==> config.mk <==
export PLATFORM = sky130hd
export DESIGN_NAME = ltdb_top
export DESIGN_NICKNAME = d
export VERILOG_FILES = /design/src/verilog/ltdb_pkg.sv /design/src/verilog/ltdb_top.sv
export SDC_FILE = /design/constraint.sdc
export NUM_CORES = 2
export LEC_CHECK = 0
export BUFFER_PORTS_ARGS = -buffer_cell sky130_fd_sc_hd__buf_2
export CAP_MARGIN = 20
export CORE_MARGIN = 4
export CORE_UTILIZATION = 40
export CTS_BUF_LIST = sky130_fd_sc_hd__clkbuf_2
export DETAILED_ROUTE_END_ITERATION = 7
export PLACE_DENSITY = 0.56
export SYNTH_ARGS = -nofsm -noshare
export SYNTH_HDL_FRONTEND = slang
export SYNTH_SLANG_ARGS = --single-unit
==> constraint.sdc <==
create_clock -name ref_clk_i -period 4.22 [get_ports ref_clk_i]
set_clock_uncertainty 0.15 [all_clocks]
set_input_delay 0 -clock ref_clk_i [delete_from_list [all_inputs] [get_ports ref_clk_i]]
set_output_delay 0 -clock ref_clk_i [all_outputs]
set_load 0.05 [all_outputs]
==> src/verilog/ltdb_pkg.sv <==
// ltdb_pkg: constants and types of the transmit descriptor and backoff block
// assumes 16-bit shared memory words, byte addressing, one 125 MHz clock
package ltdb_pkg;
  // bus and data widths
  localparam int ADDR_W = 24;
  localparam int DATA_W = 16;
  localparam int BYTE_W = 8;
  localparam int HADR_W = 8;
  // fifo depths in bytes; tx entries carry byte, fcs and last flags
  localparam int TXF_DEPTH = 48;
  localparam int RXF_DEPTH = 64;
  localparam int TXF_W     = BYTE_W + 2;
  // tx_desc_word1 field positions
  localparam int OWN_BIT = 15;
  localparam int FCS_BIT = 13;
  localparam int STP_BIT = 9;
  localparam int ENP_BIT = 8;
  // descriptor word offsets and ring stride
  localparam logic [ADDR_W-1:0] OFS_W0      = 24'h00_0000;
  localparam logic [ADDR_W-1:0] OFS_W1      = 24'h00_0002;
  localparam logic [ADDR_W-1:0] OFS_W2      = 24'h00_0004;
  localparam logic [ADDR_W-1:0] DESC_STRIDE = 24'h00_0008;
  // interframe interval, rounded up to whole cycles
  localparam int IFS_NS  = 9600;
  localparam int CLK_NS  = 8;
  localparam int IFS_CYC = (IFS_NS + CLK_NS - 1) / CLK_NS;
  localparam int IFS_W   = 11;
  localparam logic [IFS_W-1:0] IFS_CYC_V = 11'(IFS_CYC);
  localparam logic [IFS_W-1:0] IFS_RST   = 11'h000;
  // byte count reset and step
  localparam logic [DATA_W-1:0] CNT_RST = 16'h0000;
  localparam logic [DATA_W-1:0] CNT_ONE = 16'h0001;
  // transmit descriptor engine states
  typedef enum logic [2:0] {
    ST_IDLE, ST_W1, ST_W0, ST_W2, ST_DATA, ST_WB
  } ltdb_state_type;
endpackage : ltdb_pkg

==> src/verilog/ltdb_top.sv <==
// ltdb_top: transmit descriptor engine, dual fifos, shared memory master
// and interframe counter of an ethernet controller
// assumes memory holds ack high one cycle per request; rx bytes and
// rx_sof_i come from logic on ref_clk_i; rx_crs_i is an asynchronous pin
//
// Functional notes
// separate 48-byte transmit fifo and 64-byte receive fifo
// receive frame start requests a poll of the pending transmit descriptor
// owned descriptor: tx fill reads alternate with rx drain writes
// loaded frame leaves as soon as the interframe gap after receive ends
// fcs flag clear: every frame gets fcs, descriptor bit ignored
// fcs flag set: fcs only when descriptor word1 bit 13 is one
// per-packet fcs bit is read only from the start-of-packet descriptor
// status writeback keeps word1 bit 13 as read
// modified backoff enable selects the modified backoff behaviour
// modified backoff: interframe counter holds during carrier sense
// software enables modified backoff only where all nodes use it
// byte count is two's complement, incremented per byte, done at zero
// all 16 bits of word2 form the byte count
// zero count: clear ownership at once, no transmit
// software sets word2 upper four bits to ones for compatibility
// start-of-packet fcs decision covers the whole chained frame
`timescale 1ns/1ps

// ltdb_fifo: synchronous fifo, depth need not be a power of two
module ltdb_fifo #(
  parameter int W = 8,
  parameter int D = 16
) (
  input  wire logic                 clk_i,
  input  wire logic                 resetn_i,
  input  wire logic                 in_valid_i,
  input  wire logic [W-1:0]         in_data_i,
  output logic                      in_ready_o,
  output logic                      out_valid_o,
  output logic [W-1:0]              out_data_o,
  input  wire logic                 out_ready_i,
  output logic [$clog2(D+1)-1:0]    count_o
);
  localparam int AW = $clog2(D);
  localparam int CW = $clog2(D+1);
  logic [W-1:0]  mem_r [D];
  logic [AW-1:0] wp_r;
  logic [AW-1:0] rp_r;
  logic [CW-1:0] cnt_r;
  logic          push;
  logic          pop;

  // handshakes from the fill level
  assign in_ready_o  = (cnt_r != CW'(D));
  assign out_valid_o = (cnt_r != '0);
  assign out_data_o  = mem_r[rp_r];
  assign count_o     = cnt_r;
  assign push        = in_valid_i && in_ready_o;
  assign pop         = out_valid_o && out_ready_i;

  // storage array
  always_ff @(posedge clk_i) begin
    if (push) begin
      mem_r[wp_r] <= in_data_i;
    end
  end

  // pointers wrap at depth, count tracks fill
  always_ff @(posedge clk_i) begin
    if (!resetn_i) begin
      wp_r  <= '0;
      rp_r  <= '0;
      cnt_r <= '0;
    end else begin
      if (push) begin
        wp_r <= (wp_r == AW'(D-1)) ? '0 : wp_r + AW'(1);
      end
      if (pop) begin
        rp_r <= (rp_r == AW'(D-1)) ? '0 : rp_r + AW'(1);
      end
      cnt_r <= cnt_r + CW'(push) - CW'(pop);
    end
  end
endmodule : ltdb_fifo

module ltdb_top (
  input  wire logic                           ref_clk_i,
  input  wire logic                           resetn_i,
  input  wire logic                           disable_tx_fcs_flag_i,
  input  wire logic                           modified_backoff_enable_i,
  input  wire logic                           tx_demand_i,
  input  wire logic [ltdb_pkg::ADDR_W-1:0]    tx_desc_addr_i,
  input  wire logic [ltdb_pkg::ADDR_W-1:0]    rx_buf_addr_i,
  input  wire logic                           rx_sof_i,
  input  wire logic                           rx_crs_i,
  input  wire logic                           rx_valid_i,
  input  wire logic [ltdb_pkg::BYTE_W-1:0]    rx_data_i,
  output logic                                rx_ready_o,
  output logic                                mem_req_o,
  output logic                                mem_we_o,
  output logic [ltdb_pkg::ADDR_W-1:0]         mem_addr_o,
  output logic [1:0]                          mem_be_o,
  output logic [ltdb_pkg::DATA_W-1:0]         mem_wdata_o,
  input  wire logic [ltdb_pkg::DATA_W-1:0]    mem_rdata_i,
  input  wire logic                           mem_ack_i,
  output logic                                tx_valid_o,
  output logic [ltdb_pkg::BYTE_W-1:0]         tx_data_o,
  output logic                                tx_last_o,
  output logic                                tx_fcs_o,
  input  wire logic                           tx_ready_i,
  output logic                                tx_engine_busy_o
);
  import ltdb_pkg::*;

  ltdb_state_type    state_r;
  logic [ADDR_W-1:0] cur_addr_r;
  logic [ADDR_W-1:0] buf_addr_r;
  logic [DATA_W-1:0] w1_r;
  logic [DATA_W-1:0] cnt_r;
  logic [DATA_W-1:0] cnt_inc;
  logic              zero_r;
  logic              fcs_r;
  logic              poll_r;
  logic              busy_r;
  logic              own_tx_r;
  logic              last_tx_r;
  logic [ADDR_W-1:0] rx_addr_r;
  logic              tx_ack;
  logic              tx_need;
  logic              gnt_tx;
  logic              gnt_rx;
  logic [ADDR_W-1:0] tx_addr;
  logic              tx_we;
  logic [DATA_W-1:0] tx_wd;
  logic [BYTE_W-1:0] rd_byte;
  logic              txf_in_ready;
  logic              txf_valid;
  logic [TXF_W-1:0]  txf_data;
  logic              txf_pop;
  logic [5:0]        txf_count;
  logic              rxf_valid;
  logic [BYTE_W-1:0] rxf_data;
  logic              crs_m1_r;
  logic              crs_m2_r;
  logic              crs_m3_r;
  logic              crs_s_r;
  logic [IFS_W-1:0]  ifs_cnt_r;
  logic              ifs_done;
  logic              line_busy_r;

  // transmit fifo
  // bytes carry frame fcs
  ltdb_fifo #(.W(TXF_W), .D(TXF_DEPTH)) u_txf (
    .clk_i       (ref_clk_i),
    .resetn_i    (resetn_i),
    .in_valid_i  (tx_ack && (state_r == ST_DATA)),
    .in_data_i   ({(cnt_inc == CNT_RST) && w1_r[ENP_BIT], fcs_r, rd_byte}),
    .in_ready_o  (txf_in_ready),
    .out_valid_o (txf_valid),
    .out_data_o  (txf_data),
    .out_ready_i (txf_pop),
    .count_o     (txf_count)
  );

  // receive fifo
  ltdb_fifo #(.W(BYTE_W), .D(RXF_DEPTH)) u_rxf (
    .clk_i       (ref_clk_i),
    .resetn_i    (resetn_i),
    .in_valid_i  (rx_valid_i),
    .in_data_i   (rx_data_i),
    .in_ready_o  (rx_ready_o),
    .out_valid_o (rxf_valid),
    .out_data_o  (rxf_data),
    .out_ready_i (gnt_rx),
    .count_o     ()
  );

  // byte lane of the buffer word and the incremented count
  assign rd_byte = buf_addr_r[0] ? mem_rdata_i[15:8] : mem_rdata_i[7:0];
  assign cnt_inc = cnt_r + CNT_ONE;
  assign tx_ack  = mem_ack_i && busy_r && own_tx_r;

  // memory request of the descriptor engine
  always_comb begin
    tx_need = 1'b0;
    tx_addr = cur_addr_r + OFS_W1;
    tx_we   = 1'b0;
    // writeback keeps bit 13
    tx_wd   = {1'b0, w1_r[OWN_BIT-1:0]};
    unique case (state_r)
      ST_IDLE: tx_need = 1'b0;
      ST_W1:   tx_need = 1'b1;
      ST_W0: begin
        tx_need = 1'b1;
        tx_addr = cur_addr_r + OFS_W0;
      end
      ST_W2: begin
        tx_need = 1'b1;
        tx_addr = cur_addr_r + OFS_W2;
      end
      ST_DATA: begin
        tx_need = txf_in_ready;
        tx_addr = buf_addr_r;
      end
      ST_WB: begin
        tx_need = 1'b1;
        tx_we   = 1'b1;
      end
    endcase
  end

  // alternate grants when both streams want the bus
  assign gnt_tx = !busy_r && tx_need && (!rxf_valid || !last_tx_r);
  assign gnt_rx = !busy_r && rxf_valid && !gnt_tx;

  // memory master: one request outstanding, held until ack
  always_ff @(posedge ref_clk_i) begin
    if (!resetn_i) begin
      busy_r      <= 1'b0;
      own_tx_r    <= 1'b0;
      last_tx_r   <= 1'b0;
      mem_we_o    <= 1'b0;
      mem_addr_o  <= '0;
      mem_be_o    <= 2'b00;
      mem_wdata_o <= '0;
    end else if (gnt_tx) begin
      busy_r      <= 1'b1;
      own_tx_r    <= 1'b1;
      last_tx_r   <= 1'b1;
      mem_we_o    <= tx_we;
      mem_addr_o  <= tx_addr;
      mem_be_o    <= 2'b11;
      mem_wdata_o <= tx_wd;
    end else if (gnt_rx) begin
      busy_r      <= 1'b1;
      own_tx_r    <= 1'b0;
      last_tx_r   <= 1'b0;
      mem_we_o    <= 1'b1;
      mem_addr_o  <= rx_addr_r;
      mem_be_o    <= rx_addr_r[0] ? 2'b10 : 2'b01;
      mem_wdata_o <= {rxf_data, rxf_data};
    end else if (mem_ack_i) begin
      busy_r <= 1'b0;
    end
  end
  assign mem_req_o = busy_r;

  // receive drain pointer, reloaded at each frame start
  always_ff @(posedge ref_clk_i) begin
    if (!resetn_i) begin
      rx_addr_r <= '0;
    end else if (rx_sof_i) begin
      rx_addr_r <= rx_buf_addr_i;
    end else if (gnt_rx) begin
      rx_addr_r <= rx_addr_r + 24'h00_0001;
    end
  end

  // poll request on receive start or demand; set beats clear
  always_ff @(posedge ref_clk_i) begin
    if (!resetn_i) begin
      poll_r <= 1'b0;
    end else if (rx_sof_i || tx_demand_i) begin
      poll_r <= 1'b1;
    end else if (state_r == ST_IDLE) begin
      poll_r <= 1'b0;
    end
  end

  // descriptor engine sequence
  always_ff @(posedge ref_clk_i) begin
    if (!resetn_i) begin
      state_r    <= ST_IDLE;
      cur_addr_r <= '0;
    end else begin
      unique case (state_r)
        ST_IDLE: begin
          if (poll_r) begin
            state_r    <= ST_W1;
            cur_addr_r <= tx_desc_addr_i;
          end
        end
        ST_W1:   if (tx_ack) state_r <= mem_rdata_i[OWN_BIT] ? ST_W0 : ST_IDLE;
        ST_W0:   if (tx_ack) state_r <= ST_W2;
        // zero count skips all data reads
        ST_W2:   if (tx_ack) state_r <= (mem_rdata_i == CNT_RST) ? ST_WB : ST_DATA;
        ST_DATA: if (tx_ack && (cnt_inc == CNT_RST)) state_r <= ST_WB;
        ST_WB: begin
          if (tx_ack) begin
            state_r    <= w1_r[ENP_BIT] ? ST_IDLE : ST_W1;
            cur_addr_r <= cur_addr_r + DESC_STRIDE;
          end
        end
      endcase
    end
  end

  // descriptor fields and byte count
  always_ff @(posedge ref_clk_i) begin
    if (!resetn_i) begin
      w1_r       <= '0;
      buf_addr_r <= '0;
      cnt_r      <= CNT_RST;
      zero_r     <= 1'b0;
    end else if (tx_ack) begin
      if (state_r == ST_W1) w1_r <= mem_rdata_i;
      if (state_r == ST_W0) buf_addr_r <= {w1_r[HADR_W-1:0], mem_rdata_i};
      // full 16-bit count
      if (state_r == ST_W2) begin
        cnt_r  <= mem_rdata_i;
        zero_r <= (mem_rdata_i == CNT_RST);
      end
      // count up to zero
      if (state_r == ST_DATA) begin
        cnt_r      <= cnt_inc;
        buf_addr_r <= buf_addr_r + 24'h00_0001;
      end
    end
  end

  // fcs decision at start of packet only
  always_ff @(posedge ref_clk_i) begin
    if (!resetn_i) begin
      fcs_r <= 1'b1;
    end else if (tx_ack && (state_r == ST_W1) && mem_rdata_i[OWN_BIT]
                 && mem_rdata_i[STP_BIT]) begin
      fcs_r <= !disable_tx_fcs_flag_i || mem_rdata_i[FCS_BIT];
    end
  end

  // carrier sense synchroniser, change taken when stages agree
  always_ff @(posedge ref_clk_i) begin
    if (!resetn_i) begin
      crs_m1_r <= 1'b0;
      crs_m2_r <= 1'b0;
      crs_m3_r <= 1'b0;
      crs_s_r  <= 1'b0;
    end else begin
      crs_m1_r <= rx_crs_i;
      crs_m2_r <= crs_m1_r;
      crs_m3_r <= crs_m2_r;
      if (crs_m2_r == crs_m3_r) crs_s_r <= crs_m3_r;
    end
  end

  // interframe counter: restart or hold on carrier
  always_ff @(posedge ref_clk_i) begin
    if (!resetn_i) begin
      ifs_cnt_r <= IFS_RST;
    end else if (crs_s_r) begin
      if (!modified_backoff_enable_i) ifs_cnt_r <= IFS_RST;
    end else if (ifs_cnt_r != IFS_CYC_V) begin
      ifs_cnt_r <= ifs_cnt_r + 11'h001;
    end
  end
  assign ifs_done = (ifs_cnt_r == IFS_CYC_V);

  // frame starts once the gap expires, then runs to its last byte
  always_ff @(posedge ref_clk_i) begin
    if (!resetn_i) begin
      line_busy_r <= 1'b0;
    end else if (txf_pop) begin
      line_busy_r <= !txf_data[TXF_W-1];
    end
  end
  assign tx_valid_o = txf_valid && (ifs_done || line_busy_r);
  assign txf_pop    = tx_valid_o && tx_ready_i;
  assign tx_data_o  = txf_data[BYTE_W-1:0];
  assign tx_fcs_o   = txf_data[BYTE_W];
  assign tx_last_o  = txf_data[TXF_W-1];
  assign tx_engine_busy_o = (state_r != ST_IDLE);

  a_txf_depth_cap: assert property (@(posedge ref_clk_i) disable iff (!resetn_i)
    txf_count <= 6'd48) else $error("tx fifo over depth");
  a_poll_takes_w1: assert property (@(posedge ref_clk_i) disable iff (!resetn_i)
    (poll_r && state_r == ST_IDLE) |=> (state_r == ST_W1)) else $error("poll lost");
  a_bus_alternate: assert property (@(posedge ref_clk_i) disable iff (!resetn_i)
    (!busy_r && tx_need && rxf_valid) |=> (own_tx_r != $past(last_tx_r)))
    else $error("no interleave");
  a_fcs_forced_on: assert property (@(posedge ref_clk_i) disable iff (!resetn_i)
    (!disable_tx_fcs_flag_i && $stable(disable_tx_fcs_flag_i) && tx_ack
     && state_r == ST_W1 && mem_rdata_i[OWN_BIT] && mem_rdata_i[STP_BIT])
    |=> fcs_r) else $error("fcs not forced");
  a_fcs_from_bit: assert property (@(posedge ref_clk_i) disable iff (!resetn_i)
    (disable_tx_fcs_flag_i && tx_ack && state_r == ST_W1 && mem_rdata_i[OWN_BIT]
     && mem_rdata_i[STP_BIT]) |=> (fcs_r == $past(mem_rdata_i[FCS_BIT])))
    else $error("fcs bit ignored");
  a_fcs_chain_kept: assert property (@(posedge ref_clk_i) disable iff (!resetn_i)
    (state_r != ST_W1 || !mem_rdata_i[STP_BIT] || !tx_ack) |=> $stable(fcs_r))
    else $error("fcs changed mid chain");
  a_wb_keeps_bit: assert property (@(posedge ref_clk_i) disable iff (!resetn_i)
    (mem_req_o && own_tx_r && mem_we_o) |-> (!mem_wdata_o[OWN_BIT]
     && mem_wdata_o[FCS_BIT] == w1_r[FCS_BIT])) else $error("writeback bit 13");
  a_ifs_std_reset: assert property (@(posedge ref_clk_i) disable iff (!resetn_i)
    (crs_s_r && !modified_backoff_enable_i) |=> (ifs_cnt_r == IFS_RST))
    else $error("std counter not restarted");
  a_ifs_mod_hold: assert property (@(posedge ref_clk_i) disable iff (!resetn_i)
    (crs_s_r && modified_backoff_enable_i) |=> $stable(ifs_cnt_r))
    else $error("counter ran under carrier");
  a_count_steps: assert property (@(posedge ref_clk_i) disable iff (!resetn_i)
    (tx_ack && state_r == ST_DATA) |=> (cnt_r == $past(cnt_inc)))
    else $error("byte count step");
  a_zero_no_data: assert property (@(posedge ref_clk_i) disable iff (!resetn_i)
    (tx_ack && state_r == ST_W2 && mem_rdata_i == CNT_RST) |=> (state_r == ST_WB)
    ##1 (mem_req_o && mem_we_o) [*1]) else $error("zero length not skipped");
endmodule : ltdb_top

# ---- Yosys cells after proc, flatten, opt, wreduce, memory -nomap -nowiden
# Memory sizes are Yosys's and may differ from the RTL's. A register that Yosys moved wholly into a read port is not among the register bits.
# Cells that the tools add are included.
dict set report word_totals {
  regBits 206
  latchBits 0
  ram_bits 992
  romBits 0
  in_bits 82
  output_inout_bits 57
  word_cells 170
  memories 2
}
dict set report classes {
  n_addsub 15
  n_mul 0
  n_div 0
  n_lt_le_gt_ge 0
  n_eq_ne 21
  shifts 0
  mux 54
  bitwise_logic 1
  n_reduce_logical 50
}
# name depth width read_ports rd_clocked_by_memory_dff write_ports line
set mem_list {}
lappend mem_list {u_rxf.mem_r 64 8 1 1 1 ltdb_top.sv:42} ;# logic [W-1:0] mem_r [D];
lappend mem_list {u_txf.mem_r 48 10 1 1 1 ltdb_top.sv:42}
# cell count
set ops {}
lappend ops {{$mux 24} 8}
lappend ops {{$pmux 24 s3} 1}
lappend ops {{$add 24x1->24 const B} 2}
lappend ops {{$mux 6} 8}
lappend ops {{$pmux 24 s2} 1}
lappend ops {{$mux 11} 3}
lappend ops {{$logic_not 16->1} 2}
lappend ops {{$mux 16} 2}
lappend ops {{$mux 15} 2}
lappend ops {{$add 24x2->24 const B} 1}
lappend ops {{$add 24x3->24 const B} 1}
lappend ops {{$add 24x4->24 const B} 1}
lappend ops {{$add 6x1->6 const B} 4}
lappend ops {{$eq 6x6->1 const B} 4}
lappend ops {{$logic_and 1x1->1} 18}
lappend ops {{$mux 3} 6}
lappend ops {{$pmux 3 s6} 1}
lappend ops {{$add 16x1->16 const B} 1}
lappend ops {{$mux 1} 16}
lappend ops {{$reduce_bool 2->1} 7}
lappend ops {{$ne 2x2->1 const B} 6}
lappend ops {{$add 11x1->11 const B} 1}
lappend ops {{$eq 11x11->1 const B} 1}
lappend ops {{$ne 11x11->1 const B} 1}
lappend ops {{26 further kinds} 43}

# ---- Depth between registers and ports, before layout
dict set report logic_depth {
  depth_word 10
  ltp_mapped 20
  mapped_depth_nobuf 18
}

# ---- By module
# Synthesis repeated with hierarchy kept, for this count alone.
dict set report hier_totals {
  cells_unflattened 3434
  area_unflattened_um2 50851.3
}
# module instances cells_each area_each_um2 seq_area_each_um2
set modules_own_cells {}
lappend modules_own_cells {{ltdb_fifo (u_rxf)} 1 1034 21046.4 15875.2}
lappend modules_own_cells {{ltdb_fifo (u_txf)} 1 1061 19869.1 14894.3}
lappend modules_own_cells {ltdb_top 1 1339 9935.8 3383.2}

# ---- Worst setup path after synthesis
# OpenSTA, ideal clock, no wires.
dict set report synth_timing {
  kind {register to register}
  start {register u_txf.cnt_r[2] (netlist: u_txf.count_o[2])}
  end {register u_rxf.cnt_r[6] (netlist: u_rxf.count_o[6])}
  arrival_time_ps 3541
  required_time_ps 3938
  slack_ps 397
  path_stages_with_launch 21
  path_cell_list {dfxtp_1 -> inv_1 -> ha_1 -> and4bb_2 -> o211a_1 -> a21o_1 -> clkbuf_1 -> nor2_2 -> clkbuf_1 -> ha_1 -> inv_1 -> ha_1 -> inv_1 -> fa_1 -> inv_1 -> a21oi_1 -> nor2_1 -> o21ai_0 -> a21oi_1 -> or3_1 -> a21oi_1}
}
dict set report synth_via {
  elab_chain_cells 8
}
# item line
set synth_lines {}
lappend synth_lines {{start: declaration} ltdb_top.sv:45} ;# logic [CW-1:0] cnt_r;
lappend synth_lines {{start signal: assignment} ltdb_top.sv:77} ;# cnt_r <= cnt_r + CW'(push) - CW'(pop);
lappend synth_lines {{$ne 6x6->1} ltdb_top.sv:50} ;# assign in_ready_o = (cnt_r != CW'(D));
lappend synth_lines {{$pmux 1 s3} ltdb_top.sv:186} ;# unique case (state_r)
lappend synth_lines {{$logic_and 1x1->1 (2 in series)} ltdb_top.sv:209} ;# assign gnt_tx = !busy_r && tx_need && (!rxf_valid || !last_tx_r);
lappend synth_lines {{$logic_not 1->1} ltdb_top.sv:210} ;# assign gnt_rx = !busy_r && rxf_valid && !gnt_tx;
lappend synth_lines {{$logic_and 1x1->1} ltdb_top.sv:210}
lappend synth_lines {{$logic_and 1x1->1} ltdb_top.sv:55} ;# assign pop = out_valid_o && out_ready_i;
lappend synth_lines {{net u_rxf.pop} ltdb_top.sv:47} ;# logic pop;
lappend synth_lines {{$sub 7x1->7} ltdb_top.sv:77}
lappend synth_lines {{end signal: assignment} ltdb_top.sv:77}
lappend synth_lines {{end: declaration} ltdb_top.sv:45}
# The timed path passes the listed nets, and every way through them passes these cells.
# A chain may end at the register's enable or synchronous reset.

==> results.txt <==
Worst setup margin - 0.0154 ns
I/O pins - 139
Die ar. - 132,000 um2
Mean Syn Cell Area - 15.0 um2
Register area - 34,200 um2
Asr flop ratio synth - 0%
Post-route ant nets - 0
PD cells - 428 nW/um2
Placed insts - 5,082
First-pass GRT wire length - 212 mm
Detailed Route WL - 141 mm
Vias in the first global route - 33,394
Pre-antenna DRT Iters - 6
Leading area contributor after synthesis - edfxtp_1
H-tree Lvls - 5
Ys flop type - edfxtp_1
GR Overflow Total - 0
Routed len/inst - 23.5 um
Die Width - 363 um
Initial antenna violation count - 4
Area Overhead vs Synth - 20.0%
Starting Density - 40.5%
Area of the multi-input gates - 15,300 um2
Setup-failing EPs final - 0
DRC viols - 0
Max-cap viol count - 0
Vias - 33,082
Reg-to-Reg End - u_rxf.count_o[6]
Final Util - 48.6%
Largest net degree at the start of global routing - 78
Number of buffers added on ports - 138
Top cells by area, synth - edfxtp_1 59%, mux4_2 9.8%, dfxtp_1 8.7%, mux2i_1 2.2%, nor2_1 2.1%
Worst VDD drop - 0.437 mV
Mapped Area - 50,400 um2
Die H - 363 um
Dpl hpwl - 85.6 mm
Slew headroom - 27.7%
Worst hold path class - flop to flop
Max frequency - 238 MHz
Critical path class - flop to primary output
Worst hold margin - 0.170 ns
Initial drt markers - 3,049
Crit share post-route - 99.6%
Max Slew Vio Count - 0
Nets - 4,253
#FFs+latches synth - 1,210
Fin cells - 6,001
Synth Warn # - 0
Skew-Pair Late Insertion Delay - 1.73 ns
Yosys cell types - 73
Share of layout cells above drive strength 1 - 26.5%
Startpoint Class - flop
TritonCTS clock tree - yes
Total CTS buffers - 328
Register area share after synthesis - 67.8%
Leak Pwr - 0.0201 uW
Unrepaired setup endpoints after global routing - true
Core Region - 124,000 um2
Max Buffers Root-to-Sink - 4
Syn Inst Count - 3,353
Clock slew at reported path FFs - 0.09 ns
Worst hold start - rx_addr_r[4]
Vias per cell - 5.51
Syn_nets - 3,468
CP max FO - 7
Reg2reg setup slack - 0.33 ns
Worst r2r path cells - 17
GRT Resource Usage Total - 21.4%
Tightest Pin Transition - 1.08 ns
RR Startpoint - u_rxf.count_o[2]
Outcome - complete, no violations
Post-placement worst setup slack - 0.653 ns
Clk sinks - 1,210
Setup crit end kind - primary output
Critical path arrival - 4.05 ns
Req. time, crit path - 4.07 ns
Post-synth EDFFs - 992
# fillers - 10,827
Hold Path Sink - mem_addr_o[4]
Cell row count - 129
Hold path depth - 2
Post-synth top area share - 59.1%
Endpoints failing hold - 0
Gpl congestion - 0.868
Final min period - 4.20 ns
Clock root buffer - clkbuf_2
-- how the worst max path moves through the flow --
stage	end	from	slack, ns	cells after the start
CTS	tx_data_o[3]	flop	-0.19	9
detailed placement	u_rxf.count_o[6]	u_rxf.count_o[2]	0.65	18
floorplan	u_rxf.count_o[6]	u_txf.count_o[2]	0.40	20
global placement	u_rxf.count_o[6]	u_rxf.count_o[2]	0.65	18
global route	tx_data_o[3]	flop	-0.25	9
finish	tx_data_o[6]	flop	0.02	7
-- layer usage --
layer | track usage, % | wire length (um)
met1 | 30.3 | 62000
met2 | 32.9 | 65500
met4 | 5.93 | 2930
met3 | 5.24 | 10800
met5 | 0 | 20
-- power by group --
part	total, uW	leakage [uW]	switching [uW]	internal [uW]
combinational	4580	0.00740	2780	1800
sequential	13400	0.0106	322	13100
clock	7860	0.00212	4740	3120
total	25900	0.0201	7840	18000
-- through the flow --
step           power (uW)  cell area [um2]  setup TNS [ns]
2_1_floorplan       16500            50400               0
3_3_place_gp        18000            53600               0
3_5_place_dp        18000            53600               0
4_1_cts             26100            60400           -1.58
5_1_grt             27200            60400           -2.12
6_report            25900            60500               0
-- kinds of logic (layout without fill, tap and decap cells) --
logic type	Yosys count	in the layout	share of synthesized area, %
muxes	391	391	13.4
other	0	14	0
xor gates and xnor gates	71	71	1.23
AOI/OAI and AO/OA	593	593	7.32
adders and majority gates	33	33	0.849
buffers and inverters	257	1254	2.05
DFF	1210	1210	67.8
and+or+nand+nor	798	798	7.37
-- cells in the final DEF (no fill, tap or decap), types with 61 or more instances in the layout --
cell type	netlist	final
a21oi_1	202	201
buf_2	43	128
buf_4	4	171
clkbuf_2	0	468
clkinv_1	2	61
dfxtp_1	218	211
dlygate4sd3_1	0	332
edfxtp_1	992	992
mux2i_1	112	106
mux4_2	220	220
nand2_1	202	201
nand3_1	69	69
nor2_1	287	286
o21ai_0	128	119
-- worst max-delay path, stage by stage, from the launching register on --
cell     delay (ns)
dfxtp_4        0.41
buf_12         0.15
buf_16         0.15
mux4_2         0.55
mux4_2         0.59
mux2i_2        0.22
o21ai_1        0.13
buf_6          0.22
-- state kept, by name, summed over array words and instances (netlist names), 2 cells and up, named ones only --
name	cells
u_rxf.rp_r	6
ifs_cnt_r	11
mem_addr_o	24
u_txf.count_o	6
buf_addr_r	24
u_txf.rp_r	6
u_txf.wp_r	6
u_rxf.wp_r	6
u_txf.mem_r	480
state_r	3
cnt_r	16
mem_be_o	2
w1_r	15
u_rxf.count_o	7
rx_addr_r	24
cur_addr_r	24
mem_wdata_o	16
u_rxf.mem_r	512
-- repair_timing --
| action | in CTS | in global routing |
|---|---|---|
| hold buffers | 339 | 0 |
| hold endpoints to repair | 2106 | 0 |
| buffers inserted | 16 | 2 |
| endpoints found under the setup margin | 10 | 12 |
| gates cloned | 5 | 2 |
| gates resized for setup | 60 | 5 |
| pin swaps | 2 | 2 |
-- final cells by class --
| class | instances | share of cell area, % |
|---|---|---|
| Multi-Input combinational cell | 1886 | 25.3 |
| Tap cell | 1637 | 3.39 |
| Inverter | 41 | 0.259 |
| Clock buffer | 468 | 3.87 |
| Antenna cell | 14 | 0.0579 |
| Clock inverter | 74 | 0.606 |
| Sequential cell | 1210 | 56.5 |
| Timing Repair Buffer | 671 | 10.0 |
-- cells in the mapped netlist (all sizes together), types with 10 or more instances --
| cell type | n |
|---|---|
| a211oi | 33 |
| a21oi | 202 |
| a221oi | 34 |
| a22o | 12 |
| a22oi | 40 |
| a31oi | 20 |
| and2 | 17 |
| and3 | 29 |
| buf | 72 |
| clkbuf | 144 |
| dfxtp | 218 |
| edfxtp | 992 |
| ha | 31 |
| inv | 39 |
| mux2 | 59 |
| mux2i | 112 |
| mux4 | 220 |
| nand2 | 202 |
| nand2b | 15 |
| nand3 | 69 |
| nand3b | 10 |
| nand4 | 39 |
| nor2 | 289 |
| nor2b | 26 |
| nor3 | 41 |
| nor4 | 24 |
| o21ai | 128 |
| o221ai | 10 |
| o22ai | 52 |
| o31ai | 14 |
| or2 | 10 |
| or3 | 14 |
| xnor2 | 29 |
| xor2 | 42 |
Power figures use the tool's default switching activity.
